`src/hw/psr_pkg.sv`:
```
// Package: offsets, field positions and carriers for the peripheral reset block
package psr_pkg;

  // ************************************************************
  // Bus and register map
  // ************************************************************
  localparam int ADDR_W = 12;
  localparam int DATA_W = 32;
  localparam logic [ADDR_W-1:0] OFS_GROUP_ONE = 12'h044;
  localparam logic [ADDR_W-1:0] OFS_GROUP_TWO = 12'h048;
  localparam logic [DATA_W-1:0] RESET_VALUE = 32'h0000_0000;
  localparam logic [DATA_W-1:0] ZERO_WORD = 32'h0000_0000;

  // ************************************************************
  // Group one field positions
  // ************************************************************
  localparam int B1_SERIAL_ASYNC = 0;
  localparam int B1_SERIAL_SYNC = 4;
  localparam int B1_TWO_WIRE = 12;
  localparam int B1_COUNTER_A = 16;
  localparam int B1_COUNTER_B = 17;
  localparam int B1_COUNTER_C = 18;
  localparam int B1_COUNTER_D = 19;
  localparam int B1_COMP_A = 24;
  localparam int B1_COMP_B = 25;
  localparam logic [DATA_W-1:0] IMPL_MASK_ONE = 32'h030F_1011;

  // ************************************************************
  // Group two field positions
  // ************************************************************
  localparam int B2_PORT_A = 0;
  localparam int B2_PORT_B = 1;
  localparam int B2_PORT_C = 2;
  localparam int B2_PORT_D = 3;
  localparam int B2_PORT_E = 4;
  localparam int B2_DMA = 13;
  localparam int B2_USB = 16;
  localparam logic [DATA_W-1:0] IMPL_MASK_TWO = 32'h0001_201F;

  // ************************************************************
  // Carriers
  // ************************************************************
  typedef struct packed {
    logic [ADDR_W-1:0] addr;
    logic [DATA_W-1:0] wdata;
    logic wr;
    logic rd;
  } psr_req_s;

  typedef struct packed {
    logic comparator_b_reset;
    logic comparator_a_reset;
    logic gp_counter_d_reset;
    logic gp_counter_c_reset;
    logic gp_counter_b_reset;
    logic gp_counter_a_reset;
    logic two_wire_unit_reset;
    logic sync_serial_unit_reset;
    logic async_serial_port_reset;
    logic usb_unit_reset;
    logic dma_engine_reset;
    logic port_e_reset;
    logic port_d_reset;
    logic port_c_reset;
    logic port_b_reset;
    logic port_a_reset;
  } psr_resets_s;

endpackage

```
`src/hw/psr_reg.sv`:
```
// One masked software reset register with write gating
module psr_reg
  import psr_pkg::*;
#(
  parameter logic [DATA_W-1:0] IMPL_MASK = 32'h0000_0000
) (
  input wire logic clk,                      // System clock
  input wire logic resetn,                   // Async reset, active low
  input wire logic wr_en,                    // Write strobe for this register
  input wire logic [DATA_W-1:0] wdata,       // Write data
  input wire logic [DATA_W-1:0] cap_mask,    // Capability mask
  output logic [DATA_W-1:0] value            // Stored value
);

  logic [DATA_W-1:0] next_value;
  logic [DATA_W-1:0] wr_mask;

  // ************************************************************
  // Next value
  // ************************************************************
  always_comb begin
    wr_mask = cap_mask & IMPL_MASK;
    next_value = value;
    if (wr_en) begin
      next_value = (value & ~wr_mask) | (wdata & wr_mask);
    end
  end

  // ************************************************************
  // Storage
  // ************************************************************
  always_ff @(posedge clk or negedge resetn) begin
    if (!resetn) begin
      value <= RESET_VALUE;
    end else begin
      value <= next_value;
    end
  end

  // Masked bits hold their value across a write
  a_masked_hold: assert property (@(posedge clk) disable iff (!resetn)
    wr_en |=> ((value & ~$past(wr_mask)) == ($past(value) & ~$past(wr_mask))))
    else $error("masked bit changed on write");

endmodule

```
`src/hw/psr_out.sv`:
```
// Registered reset line drive for one peripheral
module psr_out (
  input wire logic clk,     // System clock
  input wire logic resetn,  // Async reset, active low
  input wire logic ctl,     // Control bit
  output logic rst_out      // Peripheral reset, active high
);

  logic next_rst_out;

  always_comb begin
    next_rst_out = ctl;
  end

  always_ff @(posedge clk or negedge resetn) begin
    if (!resetn) begin
      rst_out <= 1'b0;
    end else begin
      rst_out <= next_rst_out;
    end
  end

endmodule

```
`src/hw/psr_top.sv`:
```
// Peripheral software reset control: two masked registers and reset lines
// Behaviour
// - Group one writes gated by capability two
// - Group two writes gated by capability four
// - Both registers 32-bit, reset to zero
// - Bits 19..16 reset counters d..a
// - Bits 25, 24 reset comparators b, a
// - Bits 12, 4, 0 reset serial units
// - Group two bits 4..0 reset ports e..a
// - Group two bits 16, 13 reset usb, dma
// - Unassigned bits read zero, ignore writes
module psr_top (
  input wire logic clk,                                // System clock, 10 MHz
  input wire logic resetn,                             // Async reset, active low
  input wire psr_pkg::psr_req_s req,                   // Register bus request
  input wire logic [psr_pkg::DATA_W-1:0] capability_mask_two,  // Presence mask, group one
  input wire logic [psr_pkg::DATA_W-1:0] capability_mask_four, // Presence mask, group two
  output logic [psr_pkg::DATA_W-1:0] rdata,            // Read data, cycle after read
  output psr_pkg::psr_resets_s resets                  // Peripheral resets, active high
);
  import psr_pkg::*;

  logic [DATA_W-1:0] group_one;
  logic [DATA_W-1:0] group_two;
  logic wr_one;
  logic wr_two;
  logic [DATA_W-1:0] next_rdata;
  logic [15:0] ctl_vec;
  logic [15:0] rst_vec;

  // ************************************************************
  // Address decode
  // ************************************************************
  always_comb begin
    wr_one = 1'b0;
    wr_two = 1'b0;
    if (req.wr && req.addr == OFS_GROUP_ONE) begin
      wr_one = 1'b1;
    end else if (req.wr && req.addr == OFS_GROUP_TWO) begin
      wr_two = 1'b1;
    end
  end

  // ************************************************************
  // Registers
  // ************************************************************
  // gated group one
  psr_reg #(.IMPL_MASK(IMPL_MASK_ONE)) u_group_one (
    .clk(clk),
    .resetn(resetn),
    .wr_en(wr_one),
    .wdata(req.wdata),
    .cap_mask(capability_mask_two),
    .value(group_one)
  );

  psr_reg #(.IMPL_MASK(IMPL_MASK_TWO)) u_group_two (
    .clk(clk),
    .resetn(resetn),
    .wr_en(wr_two),
    .wdata(req.wdata),
    .cap_mask(capability_mask_four),
    .value(group_two)
  );

  // ************************************************************
  // Read path
  // ************************************************************
  always_comb begin
    next_rdata = ZERO_WORD;
    if (req.rd && req.addr == OFS_GROUP_ONE) begin
      next_rdata = group_one & IMPL_MASK_ONE;
    end else if (req.rd && req.addr == OFS_GROUP_TWO) begin
      next_rdata = group_two & IMPL_MASK_TWO;
    end
  end

  always_ff @(posedge clk or negedge resetn) begin
    if (!resetn) begin
      rdata <= ZERO_WORD;
    end else begin
      rdata <= next_rdata;
    end
  end

  // ************************************************************
  // Reset line mapping
  // ************************************************************
  always_comb begin
    ctl_vec[15] = group_one[B1_COMP_B];
    ctl_vec[14] = group_one[B1_COMP_A];
    ctl_vec[13] = group_one[B1_COUNTER_D];
    ctl_vec[12] = group_one[B1_COUNTER_C];
    ctl_vec[11] = group_one[B1_COUNTER_B];
    ctl_vec[10] = group_one[B1_COUNTER_A];
    ctl_vec[9] = group_one[B1_TWO_WIRE];
    ctl_vec[8] = group_one[B1_SERIAL_SYNC];
    ctl_vec[7] = group_one[B1_SERIAL_ASYNC];
    ctl_vec[6] = group_two[B2_USB];
    ctl_vec[5] = group_two[B2_DMA];
    ctl_vec[4] = group_two[B2_PORT_E];
    ctl_vec[3] = group_two[B2_PORT_D];
    ctl_vec[2] = group_two[B2_PORT_C];
    ctl_vec[1] = group_two[B2_PORT_B];
    ctl_vec[0] = group_two[B2_PORT_A];
  end

  for (genvar i = 0; i < 16; i++) begin : g_out
    psr_out u_out (
      .clk(clk),
      .resetn(resetn),
      .ctl(ctl_vec[i]),
      .rst_out(rst_vec[i])
    );
  end

  always_comb begin
    resets = rst_vec;
  end

  // ************************************************************
  // Checks
  // ************************************************************
  a_one_masked_write: assert property (@(posedge clk) disable iff (!resetn)
    wr_one |=> (group_one == (($past(group_one) & ~($past(capability_mask_two) & IMPL_MASK_ONE))
      | ($past(req.wdata) & $past(capability_mask_two) & IMPL_MASK_ONE))))
    else $error("group one write not masked");

  a_two_masked_write: assert property (@(posedge clk) disable iff (!resetn)
    wr_two |=> (group_two == (($past(group_two) & ~($past(capability_mask_four) & IMPL_MASK_TWO))
      | ($past(req.wdata) & $past(capability_mask_four) & IMPL_MASK_TWO))))
    else $error("group two write not masked");

  a_reserved_zero: assert property (@(posedge clk) disable iff (!resetn)
    ((group_one & ~IMPL_MASK_ONE) == ZERO_WORD) && ((group_two & ~IMPL_MASK_TWO) == ZERO_WORD))
    else $error("reserved bit set");

  a_read_one: assert property (@(posedge clk) disable iff (!resetn)
    (req.rd && req.addr == OFS_GROUP_ONE) |=> (rdata == $past(group_one)))
    else $error("group one read wrong");

  a_read_two: assert property (@(posedge clk) disable iff (!resetn)
    (req.rd && req.addr == OFS_GROUP_TWO) |=> (rdata == $past(group_two)))
    else $error("group two read wrong");

  a_counter_map: assert property (@(posedge clk) disable iff (!resetn)
    ##1 (resets.gp_counter_d_reset == $past(group_one[B1_COUNTER_D]))
    && (resets.gp_counter_a_reset == $past(group_one[B1_COUNTER_A])))
    else $error("counter reset mapping wrong");

  a_comp_map: assert property (@(posedge clk) disable iff (!resetn)
    ##1 (resets.comparator_b_reset == $past(group_one[B1_COMP_B]))
    && (resets.comparator_a_reset == $past(group_one[B1_COMP_A])))
    else $error("comparator reset mapping wrong");

  a_serial_map: assert property (@(posedge clk) disable iff (!resetn)
    ##1 (resets.two_wire_unit_reset == $past(group_one[B1_TWO_WIRE]))
    && (resets.sync_serial_unit_reset == $past(group_one[B1_SERIAL_SYNC]))
    && (resets.async_serial_port_reset == $past(group_one[B1_SERIAL_ASYNC])))
    else $error("serial reset mapping wrong");

  a_port_map: assert property (@(posedge clk) disable iff (!resetn)
    ##1 (resets.port_e_reset == $past(group_two[B2_PORT_E]))
    && (resets.port_a_reset == $past(group_two[B2_PORT_A])))
    else $error("port reset mapping wrong");

  a_usb_dma_map: assert property (@(posedge clk) disable iff (!resetn)
    ##1 (resets.usb_unit_reset == $past(group_two[B2_USB]))
    && (resets.dma_engine_reset == $past(group_two[B2_DMA])))
    else $error("usb or dma reset mapping wrong");

  a_held_reset: assert property (@(posedge clk) disable iff (!resetn)
    (group_two[B2_USB] && $past(group_two[B2_USB])) |-> resets.usb_unit_reset)
    else $error("peripheral released while bit set");

endmodule

```
`config.mk`:
```
export PLATFORM = sky130hd
export DESIGN_NAME = psr_top
export DESIGN_NICKNAME = d
export VERILOG_FILES = /design/src/hw/psr_pkg.sv /design/src/hw/psr_reg.sv /design/src/hw/psr_out.sv /design/src/hw/psr_top.sv
export SDC_FILE = /design/constraint.sdc
export NUM_CORES = 1
export LEC_CHECK = 0
export ABC_AREA = 1
export BUFFER_PORTS_ARGS = -buffer_cell sky130_fd_sc_hd__buf_2
export CAP_MARGIN = 40
export CORE_MARGIN = 4
export CORE_UTILIZATION = 38
export CTS_BUF_LIST = sky130_fd_sc_hd__clkbuf_2 sky130_fd_sc_hd__clkbuf_4 sky130_fd_sc_hd__clkbuf_8
export DETAILED_ROUTE_END_ITERATION = 12
export PLACE_DENSITY = 0.78
export SLEW_MARGIN = 20
export SYNTH_ARGS = -nofsm -noshare
export SYNTH_HDL_FRONTEND = slang
export SYNTH_HIERARCHICAL = 1
export SYNTH_SLANG_ARGS = --single-unit
```
`constraint.sdc`:
```
create_clock -name clk -period 0.8 [get_ports clk]
set_input_delay 0.16 -clock clk [delete_from_list [all_inputs] [get_ports clk]]
set_output_delay 0.16 -clock clk [all_outputs]
set_load 0.05 [all_outputs]
```
==> After elaboration in Yosys (flattened, before gate mapping) <==
Cells that the tools add are included.
{ "classes": {"eq_ne": 2, "mux": 5, "bitwise_logic": 8, "n_reduce_logical": 4} }
{ "ops": {"columns": ["cell", "n"], "rows": [
  ["AND 32 bit", 2],
  ["bitwise OR 32 bit", 2],
  ["AND 32 x 17 -> 32 bit", 1],
  ["AND 32 x 26 -> 32 bit", 1],
  ["NOT 17 -> 32 bit", 1],
  ["NOT 26 -> 32 bit", 1],
  ["2-to-1 mux 26 bit", 1],
  ["== test 12 x 7 -> 1 bit, second input constant", 2],
  ["2-to-1 mux 17 bit", 1],
  ["logical AND 1 bit", 4],
  ["2-to-1 mux 1 bit", 3]
]} }
{ "word_totals": {"register_bits": 112, "in_bits": 112, "out_inout_bits": 48} }

==> Longest topological paths before layout <==
Gate-level depths: netlist (run 1).
{ "depth": {"depth_word": 4, "mapped_depth": 10, "depth_no_buf": 9} }

==> Cells and area by module <==
The synthesis (run 1) kept the hierarchy.
{ "by_module_without_submodules": {"columns": ["module", "instances", "cells_per_inst", "area_each_um2", "seq_area_each_um2"], "rows": [
  ["psr_top", 1, 93, 767.0, 325.3],
  ["psr_reg at u_group_one", 1, 71, 581.8, 225.2],
  ["psr_reg at u_group_two", 1, 62, 491.7, 175.2],
  ["psr_out", 16, 1, 25.0, 25.0]
]} }

==> Worst setup path after synthesis (run 1) <==
Ideal clock, no wire load.
{ "synth_path": {"path_kind": "input to register", "start": "input req[45] in the netlist's numbering", "end": "register (tool-made name)", "setup_time_ns": 0.116, "arrival_time_ns": 1.259, "setup_slack_ns": -0.575, "stages": 9, "path_cell_list": "nor2_1 nand2_2 nor2_8 nand2_1 nor3_1 buf_6 nand2_1 nand2_1 nand2_1"} }
{ "synth_rtl": {"columns": ["element", "line", "text"], "rows": [
  ["start: declaration", "psr_top.sv:15", "input wire psr_pkg::psr_req_s req,"]
]} }

==> flow_summary.ini, run 1 <==
[pwr]
leakagePower_nw = 1.51
swShare = 0.235
powerDensity_mw_per_mm2 = 1680
p_int_mw = 3.69
switch_pwr_mw = 1.13
total_power_mw = 4.82
seq_power_share = 0.473
vdd.ir_drop.worst_mv = 0.822
clkPwrFrac = 0.417
power.combinational.fraction = 0.110

[drt]
post_drt_via_cell_ratio = 4.31
post_drt_wl_per_cell_um = 13.0
dr.first_iter.drc_count = 55
wirelength_um = 4510
via_count = 1496
drt-pass1-iter-count = 5
final_antenna_net_count = 0
drc_errors = 0

[global_route]
overall_routing_resource_usage = 0.144
use_met3 = 0.0413
vias_in_the_first_global_route = 1499
most_used_routing_layer_in_global_routing = met2
grt_use_met1 = 0.169
antenna_violations_before_repair = 0
gr-total-overflow = 0
pin_count_of_the_biggest_net_entering_global_routing = 46
globalRouteMet2Util = 0.252
global_route_wire_length_before_repair_um = 6840

[final_layout]
area_growth_syn_to_layout_pct = 53.6
area.sequential_mm2 = 0.00113
final.fill_count = 375
multi_input_comb_area_um2 = 692
insertedDiodeCount = 0
numnets_final = 391
fraction_of_layout_instances_using_a_drive_strength_above_1 = 0.450
finalInstanceArea_mm2 = 0.00288

[clocking]
clock_tree.htree_level_count = 2
cts_inserted_buffers = 5
cts.sinks = 45
clk_latency_ps = 300
clkTransAtPathRegs_ps = 90
clockBufferDepth = 2
cts_tree = yes
root_buffer = sky130_fd_sc_hd__clkbuf_8

[timing]
final_critical_path_setup_slack_ps = -202
report.final.setup_viol = 47
upper_clock_frequency_limit_mhz = 998
period_needed_ps = 1000
final-max-slew-violation-count = 0
rsz_0062_raised_after_global_routing = true
clock_skew_ps = 7.28
layout_worst_path_cycle_share = 1.25
final-hold-violation-count = 0

[status]
outcome = finished, violations left
failed_checks = negative setup slack

[critical_path]
critPathSlowestCell = sky130_fd_sc_hd__buf_2
worstSetupStartpointType = primary input
nature_of_the_critical_path_endpoint = flop
largest_fanout_on_the_critical_path = 7
worst-endpoint-arrival_ps = 1190
type_of_the_worst_setup_path = primary input to flop
cp.required_ps = 980
critical_path.max_stage_delay_ps = 130
crit_chain = buf_2 -> nor2_2 -> nand2_2 -> nor2_8 -> nand2_4 -> nor3_4 -> buf_6 -> buf_12 -> nand2_2 -> nand2_1 -> nand2_1

[die]
coreArea_mm2 = 0.00475
die_height_um = 78.2
floorplan.io_pins = 160
cell_rows = 25
die-area_mm2 = 0.00612
floorplan.initialDensity = 0.394
floorplan.die.width_um = 78.2

[yosys]
synthesis.yosys.warnings = 6
netlist_area_mm2 = 0.00187
postSynthCellCount = 192
synth_area_per_cell_um2 = 9.76

[job]
max-cap-violations = 0

[placed_design]
final_estimated_routing_congestion_in_global_placement = 0.780
post_detailed_placement_cell_area_mm2 = 0.00236
port-buffer-count = 73
dp_hpwl_um = 3010

[min_path]
hp-class = primary input to flop
area by class of cell:
cell class	count	share of cell area
Inverter	16	0.0270
Tap cell	67	0.0291
Sequential cell	45	0.391
Clock buffer	5	0.0239
Multi-Input combinational cell	127	0.241
Timing Repair Buffer	84	0.264
Clock inverter	3	0.0239
through the flow:
stage	instances	setup TNS (ps)	hold WS (ps)	worst slack, ps	util
after floorplan	210	-5280	-136	-373	-
after global placement	335	-10610	149	-439	0.497
after detailed placement	335	-11270	155	-484	0.497
after CTS	347	-7050	80.1	-209	0.594
after global routing	347	-9840	88.4	-281	0.605
final	347	-7520	85.9	-202	0.605
power groups by stage:
stage	Clock, mW	Combinational [mW]	Sequential (mW)
floorplan	0	0.321	2.33
global placement	0	0.459	2.32
detailed placement	0	0.467	2.32
CTS	2.04	0.512	2.28
global route	2.14	0.568	2.28
finish	2.01	0.532	2.28
placed cells by master, fill, tap and decap left out, types with 2 or more instances in the layout:
| cell | instances |
|---|---|
| sky130_fd_sc_hd__inv_1 | 11 |
| sky130_fd_sc_hd__nand3_4 | 3 |
| sky130_fd_sc_hd__o21ai_1 | 2 |
| sky130_fd_sc_hd__nand4_1 | 3 |
| sky130_fd_sc_hd__inv_6 | 2 |
| sky130_fd_sc_hd__nor2_4 | 6 |
| sky130_fd_sc_hd__nand2_4 | 4 |
| sky130_fd_sc_hd__conb_1 | 19 |
| sky130_fd_sc_hd__buf_12 | 4 |
| sky130_fd_sc_hd__nand2_2 | 11 |
| sky130_fd_sc_hd__nor2_2 | 3 |
| sky130_fd_sc_hd__buf_2 | 36 |
| sky130_fd_sc_hd__nand3_1 | 16 |
| sky130_fd_sc_hd__nand2_1 | 48 |
| sky130_fd_sc_hd__dfrtp_1 | 45 |
| sky130_fd_sc_hd__inv_2 | 3 |
| sky130_fd_sc_hd__nor2_1 | 9 |
| sky130_fd_sc_hd__bufinv_16 | 2 |
| sky130_fd_sc_hd__buf_6 | 37 |
| sky130_fd_sc_hd__clkbuf_8 | 5 |
| sky130_fd_sc_hd__buf_4 | 4 |
critical path: cells and delay by family:
family	cells	cell delay (ps)
buffers and inverters	3	380
and+or+nand+nor	8	640
path summary, 6_finish.rpt:
kind / from / end / slack [ps] / depth (start not counted)
setup / recovery: req[41] / flop / -200 / 11
hold / removal: req[27] / flop / 90 / 3
setup reg to reg: flop / rdata[4] / 60 / 2
hold reg to reg: flop / g_out[12].u_out/rst_out / 400 / 0
max in group asynchronous: resetn / rdata[1] / 220 / 3
min in group asynchronous: resetn / g_out[15].u_out/rst_out / 360 / 3
layer usage:
layer | routed length [um] | part of all wire
met1 | 1720 | 0.38
met2 | 2360 | 0.52
met3 | 368 | 0.082
met4 | 55 | 0.012
met5 | 0 | 0
repair_timing:
action | 4_1_cts | 5_1_grt
gates resized for setup | 83 | 13
gates cloned | 1 | 0
buffers inserted | 2 | 0
pin swaps | 3 | 3
setup endpoints to repair | 53 | 54
endpoints found under the hold margin | 45 | 0
hold buffers | 1 | 0
Note: power is estimated with default switching activity, not from simulation.
==> run 2: changes to the inputs <==
- CORE_UTILIZATION: 38 -> 42
- PLACE_DENSITY: 0.78 -> 0.82
- clock period: 0.8 -> 1.1 ns (I/O delays scaled with it)
==> flow_summary.ini, run 2 (synthesis gave the netlist of run 1 again) <==
[timing]
setup_total_negative_slack_ps = 0
period_needed_ps = 1080
final_critical_path_setup_slack_ps = 24.3
final-hold-violation-count = 0
layout_worst_path_cycle_share = 0.978
upper_clock_frequency_limit_mhz = 930
fin_hold_ws_ps = 159
clock_skew_ps = 4.88
report.final.setup_viol = 0
final-max-slew-violation-count = 0
rsz_0062_raised_after_global_routing = false

[clocking]
root_buffer = sky130_fd_sc_hd__clkbuf_8
cts.repair_timing.setup_buffer_count = 0
cts_tree = yes
clkTransAtPathRegs_ps = 80
clk_latency_ps = 290
cts.sinks = 45
cts_inserted_buffers = 5
clockBufferDepth = 2
clock_tree.htree_level_count = 2

[final_layout]
insertedDiodeCount = 0
layout.cells.most_common = sky130_fd_sc_hd__nand2_1
area_growth_syn_to_layout_pct = 36.9
final.fill_count = 360
fraction_of_layout_instances_using_a_drive_strength_above_1 = 0.390
final_util = 0.593
finalInstanceArea_mm2 = 0.00256
numnets_final = 388
layout.cells.most_common_list = sky130_fd_sc_hd__nand2_1 (58), sky130_fd_sc_hd__dfrtp_1 (45), sky130_fd_sc_hd__buf_2 (44)
final-instance-count-excl-fill = 329

[placed_design]
port-buffer-count = 73
dpl.cell_count = 320
dp_hpwl_um = 3040
dp_slack_ps = -272
final_estimated_routing_congestion_in_global_placement = 0.669
post_detailed_placement_cell_area_mm2 = 0.00232

[drt]
dr.first_iter.drc_count = 99
drc_errors = 0
final_antenna_net_count = 0
via_count = 1427
wirelength_um = 3920
post_drt_wl_per_cell_um = 11.9
drt-pass1-iter-count = 4
post_drt_via_cell_ratio = 4.34

[critical_path]
critical_path.n_buffers_inverters = 1
kind_of_cell_with_the_highest_combined_delay_on_the_critical_path = flip-flops
nature_of_the_critical_path_endpoint = output port
reg2reg_depth = 2
critPathSlowestCell = sky130_fd_sc_hd__dfrtp_1
type_of_the_worst_setup_path = flop to output port
crit_chain = clkbuf_4
cp.required_ps = 880
critical_path.max_stage_delay_ps = 360
worstSetupStartpointType = flop
crit-reg2reg-capture = rdata[16]
largest_fanout_on_the_critical_path = 1
r2r_setup_slack_ps = 400
worst-endpoint-arrival_ps = 860

[die]
cell_rows = 24
floorplan.io_pins = 160
floorplan.die.width_um = 74.8
die_height_um = 74.8
floorplan.initialDensity = 0.433
coreArea_mm2 = 0.00432
die-area_mm2 = 0.00559

[pwr]
vdd.ir_drop.worst_mv = 0.560
clkPwrFrac = 0.393
total_power_mw = 3.28
switch_pwr_mw = 0.776
leakagePower_nw = 1.40
powerDensity_mw_per_mm2 = 1280
seq_power_share = 0.505
power.combinational.fraction = 0.102
p_int_mw = 2.51
swShare = 0.236

[min_path]
hp-class = primary input to flop
hold_crit_depth = 3
holdCritStartpoint = req[27]

[global_route]
vias_in_the_first_global_route = 1269
gr-total-overflow = 0
antenna_violations_before_repair = 0
global_route_wire_length_before_repair_um = 5620
overall_routing_resource_usage = 0.137
pin_count_of_the_biggest_net_entering_global_routing = 46

[job]
max-cap-violations = 0

[status]
outcome = completed
==> run 2: changes by cell type in the layout (fill, tap and decap cells not counted), moves of 3 or more <==
cell	delta
sky130_fd_sc_hd__buf_6	-32
sky130_fd_sc_hd__buf_4	+19
sky130_fd_sc_hd__nand2_1	+10
sky130_fd_sc_hd__buf_2	+8
sky130_fd_sc_hd__nand2_2	-7
sky130_fd_sc_hd__clkbuf_4	+5
sky130_fd_sc_hd__nand2_4	-3
sky130_fd_sc_hd__nor2_4	-3
==> run 2: cell type report <==
type	instances	area [um^2]	area share
Inverter	16	62.6	0.0244
Clock buffer	7	90.1	0.0351
Tap cell	52	65.1	0.0254
Sequential cell	45	1130	0.439
Timing Repair Buffer	81	569	0.222
Clock inverter	1	30.0	0.0117
Multi-Input combinational cell	127	621	0.242
==> run 2: worst max path at each step <==
stage | startpoint | depth (start not counted) | endpoint | slack, ps
2_1_floorplan | req[45] | 10 | flop | -150
3_3_place_gp | req[45] | 10 | flop | -220
3_5_place_dp | req[43] | 10 | flop | -270
4_1_cts | g_out[5].u_out/rst_out | 1 | resets[5] | 1
5_1_grt | g_out[14].u_out/rst_out | 1 | resets[14] | 0.3
6_report | g_out[14].u_out/rst_out | 1 | resets[14] | 20
==> run 2: power groups by stage <==
| stage | clock network, mW | registers (mW) | logic (mW) |
|---|---|---|---|
| 2_1_floorplan | 0 | 1.69 | 0.229 |
| 3_3_place_gp | 0 | 1.69 | 0.320 |
| 3_5_place_dp | 0 | 1.69 | 0.327 |
| 4_1_cts | 1.31 | 1.66 | 0.330 |
| 5_1_grt | 1.38 | 1.66 | 0.360 |
| 6_report | 1.29 | 1.66 | 0.335 |
==> run 2: repair_timing <==
item | in CTS | in global routing
gates resized for setup | 13 | 40
hold endpoints to repair | 45 | 0
pin swaps | 0 | 1
endpoints found under the setup margin | 13 | 35
hold buffers | 1 | 0
==> run 2: worst reg2reg max path: cells and delay by family, from the launching register on <==
| family | cells | cell delay [ps] |
|---|---|---|
| simple gates | 1 | 100 |
| flops | 1 | 410 |
| compound gates | 1 | 80 |
==> run 2: metal layers <==
| metal | up-vias | track usage | wire [um] |
|---|---|---|---|
| met3 | 5 | 0.0441 | 407 |
| li1 | 719 | - | - |
| met4 | 0 | 0.0534 | 62 |
| met1 | 643 | 0.156 | 1480 |
| met5 | - | 0 | 0 |
| met2 | 60 | 0.239 | 1970 |
==> run 3: changes to the inputs <==
- SETUP_SLACK_MARGIN: not set -> 0.5
==> flow_summary.ini, run 3 (synthesis gave the netlist of run 1 again) <==
[timing]
layout_worst_path_cycle_share = 1.01
clock_skew_ps = 5.66
final-max-slew-violation-count = 0
report.final.setup_viol = 1
period_needed_ps = 1110
rsz_0062_raised_after_global_routing = true
fin_hold_ws_ps = -120
final-hold-violation-count = 45
final_critical_path_setup_slack_ps = -5.79
upper_clock_frequency_limit_mhz = 904

[drt]
post_drt_wl_per_cell_um = 14.6
drt-pass1-iter-count = 4
post_drt_via_cell_ratio = 4.66
drc_errors = 0
wirelength_um = 4990
final_antenna_net_count = 0
via_count = 1589
dr.first_iter.drc_count = 155

[final_layout]
insertedDiodeCount = 0
numnets_final = 400
fraction_of_layout_instances_using_a_drive_strength_above_1 = 0.654
area_growth_syn_to_layout_pct = 70.3
final.fill_count = 275
layout.cells.most_common_list = sky130_fd_sc_hd__nand2_1 (40), sky130_fd_sc_hd__buf_2 (34), sky130_fd_sc_hd__dfrtp_2 (29)
finalInstanceArea_mm2 = 0.00319
layout.cells.most_common = sky130_fd_sc_hd__nand2_1

[placed_design]
dp_slack_ps = -230
dp_hpwl_um = 2950
port-buffer-count = 73
post_detailed_placement_cell_area_mm2 = 0.00238
final_estimated_routing_congestion_in_global_placement = 0.718

[clocking]
cts_inserted_buffers = 5
cts.sinks = 45
clkTransAtPathRegs_ps = 80
clock_tree.htree_level_count = 2
clk_latency_ps = 290
clockBufferDepth = 2
cts_tree = yes
root_buffer = sky130_fd_sc_hd__clkbuf_8

[pwr]
leakagePower_nw = 1.57
powerDensity_mw_per_mm2 = 1050
vdd.ir_drop.worst_mv = 0.773

[job]
max-cap-violations = 0

[die]
floorplan.initialDensity = 0.433
floorplan.die.width_um = 74.8
die-area_mm2 = 0.00559
coreArea_mm2 = 0.00432
cell_rows = 24
floorplan.io_pins = 160
die_height_um = 74.8

[global_route]
antenna_violations_before_repair = 0
overall_routing_resource_usage = 0.176
vias_in_the_first_global_route = 1564
pin_count_of_the_biggest_net_entering_global_routing = 46
gr-total-overflow = 0
global_route_wire_length_before_repair_um = 7160

[critical_path]
worstSetupStartpointType = primary input
worst-endpoint-arrival_ps = 1340
nature_of_the_critical_path_endpoint = flop
type_of_the_worst_setup_path = primary input to flop
largest_fanout_on_the_critical_path = 7
cp.required_ps = 1340

[min_path]
hp-class = primary input to asynchronous set/reset pin

[status]
failed_checks = negative hold slack, negative setup slack
outcome = finished, violations left
-- run 3: changes by cell type in the layout (fill, tap and decap cells not counted), sizes merged --
cell and delta:
dlygate4sd3 -1, clkbuf -4, buf +17
-- run 3: critical path, stage by stage --
cell and delay (ps):
sky130_fd_sc_hd__buf_6 100, sky130_fd_sc_hd__nor2_4 120, sky130_fd_sc_hd__nand2_4 70, sky130_fd_sc_hd__nor2_8 120, sky130_fd_sc_hd__nand2_4 50, sky130_fd_sc_hd__nor3_4 230, sky130_fd_sc_hd__buf_6 150, sky130_fd_sc_hd__buf_16 120
sky130_fd_sc_hd__nand3_1 90, sky130_fd_sc_hd__nand2_1 80
-- run 3: repair_timing --
action / CTS / global route
cloned: 3 / 0
pin swaps: 16 / 12
gates resized for setup: 109 / 44
setup buffers: 6 / 3
endpoints found under the setup margin: 58 / 58
endpoints found under the hold margin: 45 / 45
-- run 3: worst paths after layout --
check,start,endpoint,slack (ps),cells past startpoint
worst max-delay path,req[39],flop,-6,10
worst min-delay path,resetn,rdata[2],-120,2
worst max register to register,flop,flop,390,2
worst min register to register,flop,g_out[0].u_out/rst_out,410,0
max in group asynchronous,resetn,rdata[19],980,2
min in group clk,req[21],flop,160,3
-- run 3: layout make-up --
class | instances | area [um^2] | share of cell area
Clock buffer | 7 | 90.1 | 0.0282
Multi-Input combinational cell | 127 | 798 | 0.250
Inverter | 16 | 80.1 | 0.0251
Tap cell | 52 | 65.1 | 0.0204
Clock inverter | 1 | 30.0 | 0.00942
Timing Repair Buffer | 93 | 963 | 0.302
Sequential cell | 45 | 1160 | 0.364
-- run 3: layer usage --
metal	up-vias	share of wire	global-route usage
met4	0	0.017	0.0830
met2	78	0.55	0.315
met1	753	0.34	0.200
met5	-	0	0
li1	750	-	-
met3	8	0.087	0.0387
-- run 3: metrics by stage --
stage / util / cells / power [mW] / hold slack (ps) / setup TNS, ps
floorplan: - / 210 / 1.93 / -75.6 / -1360
global placement: 0.549 / 321 / 2.02 / 210 / -3710
detailed placement: 0.549 / 321 / 2.02 / 214 / -4320
CTS: 0.694 / 338 / 3.33 / -101 / 0
global route: 0.738 / 341 / 3.48 / -101 / -248
finish: 0.738 / 341 / 3.35 / -120 / -5.79
-- run 3: power by group --
group          switching (mW)  internal (mW)  leakage, nW
Clock                   0.533          0.765       0.0619
Combinational           0.283          0.117        0.923
Sequential            0.00213           1.65        0.580
Total                   0.818           2.54         1.57
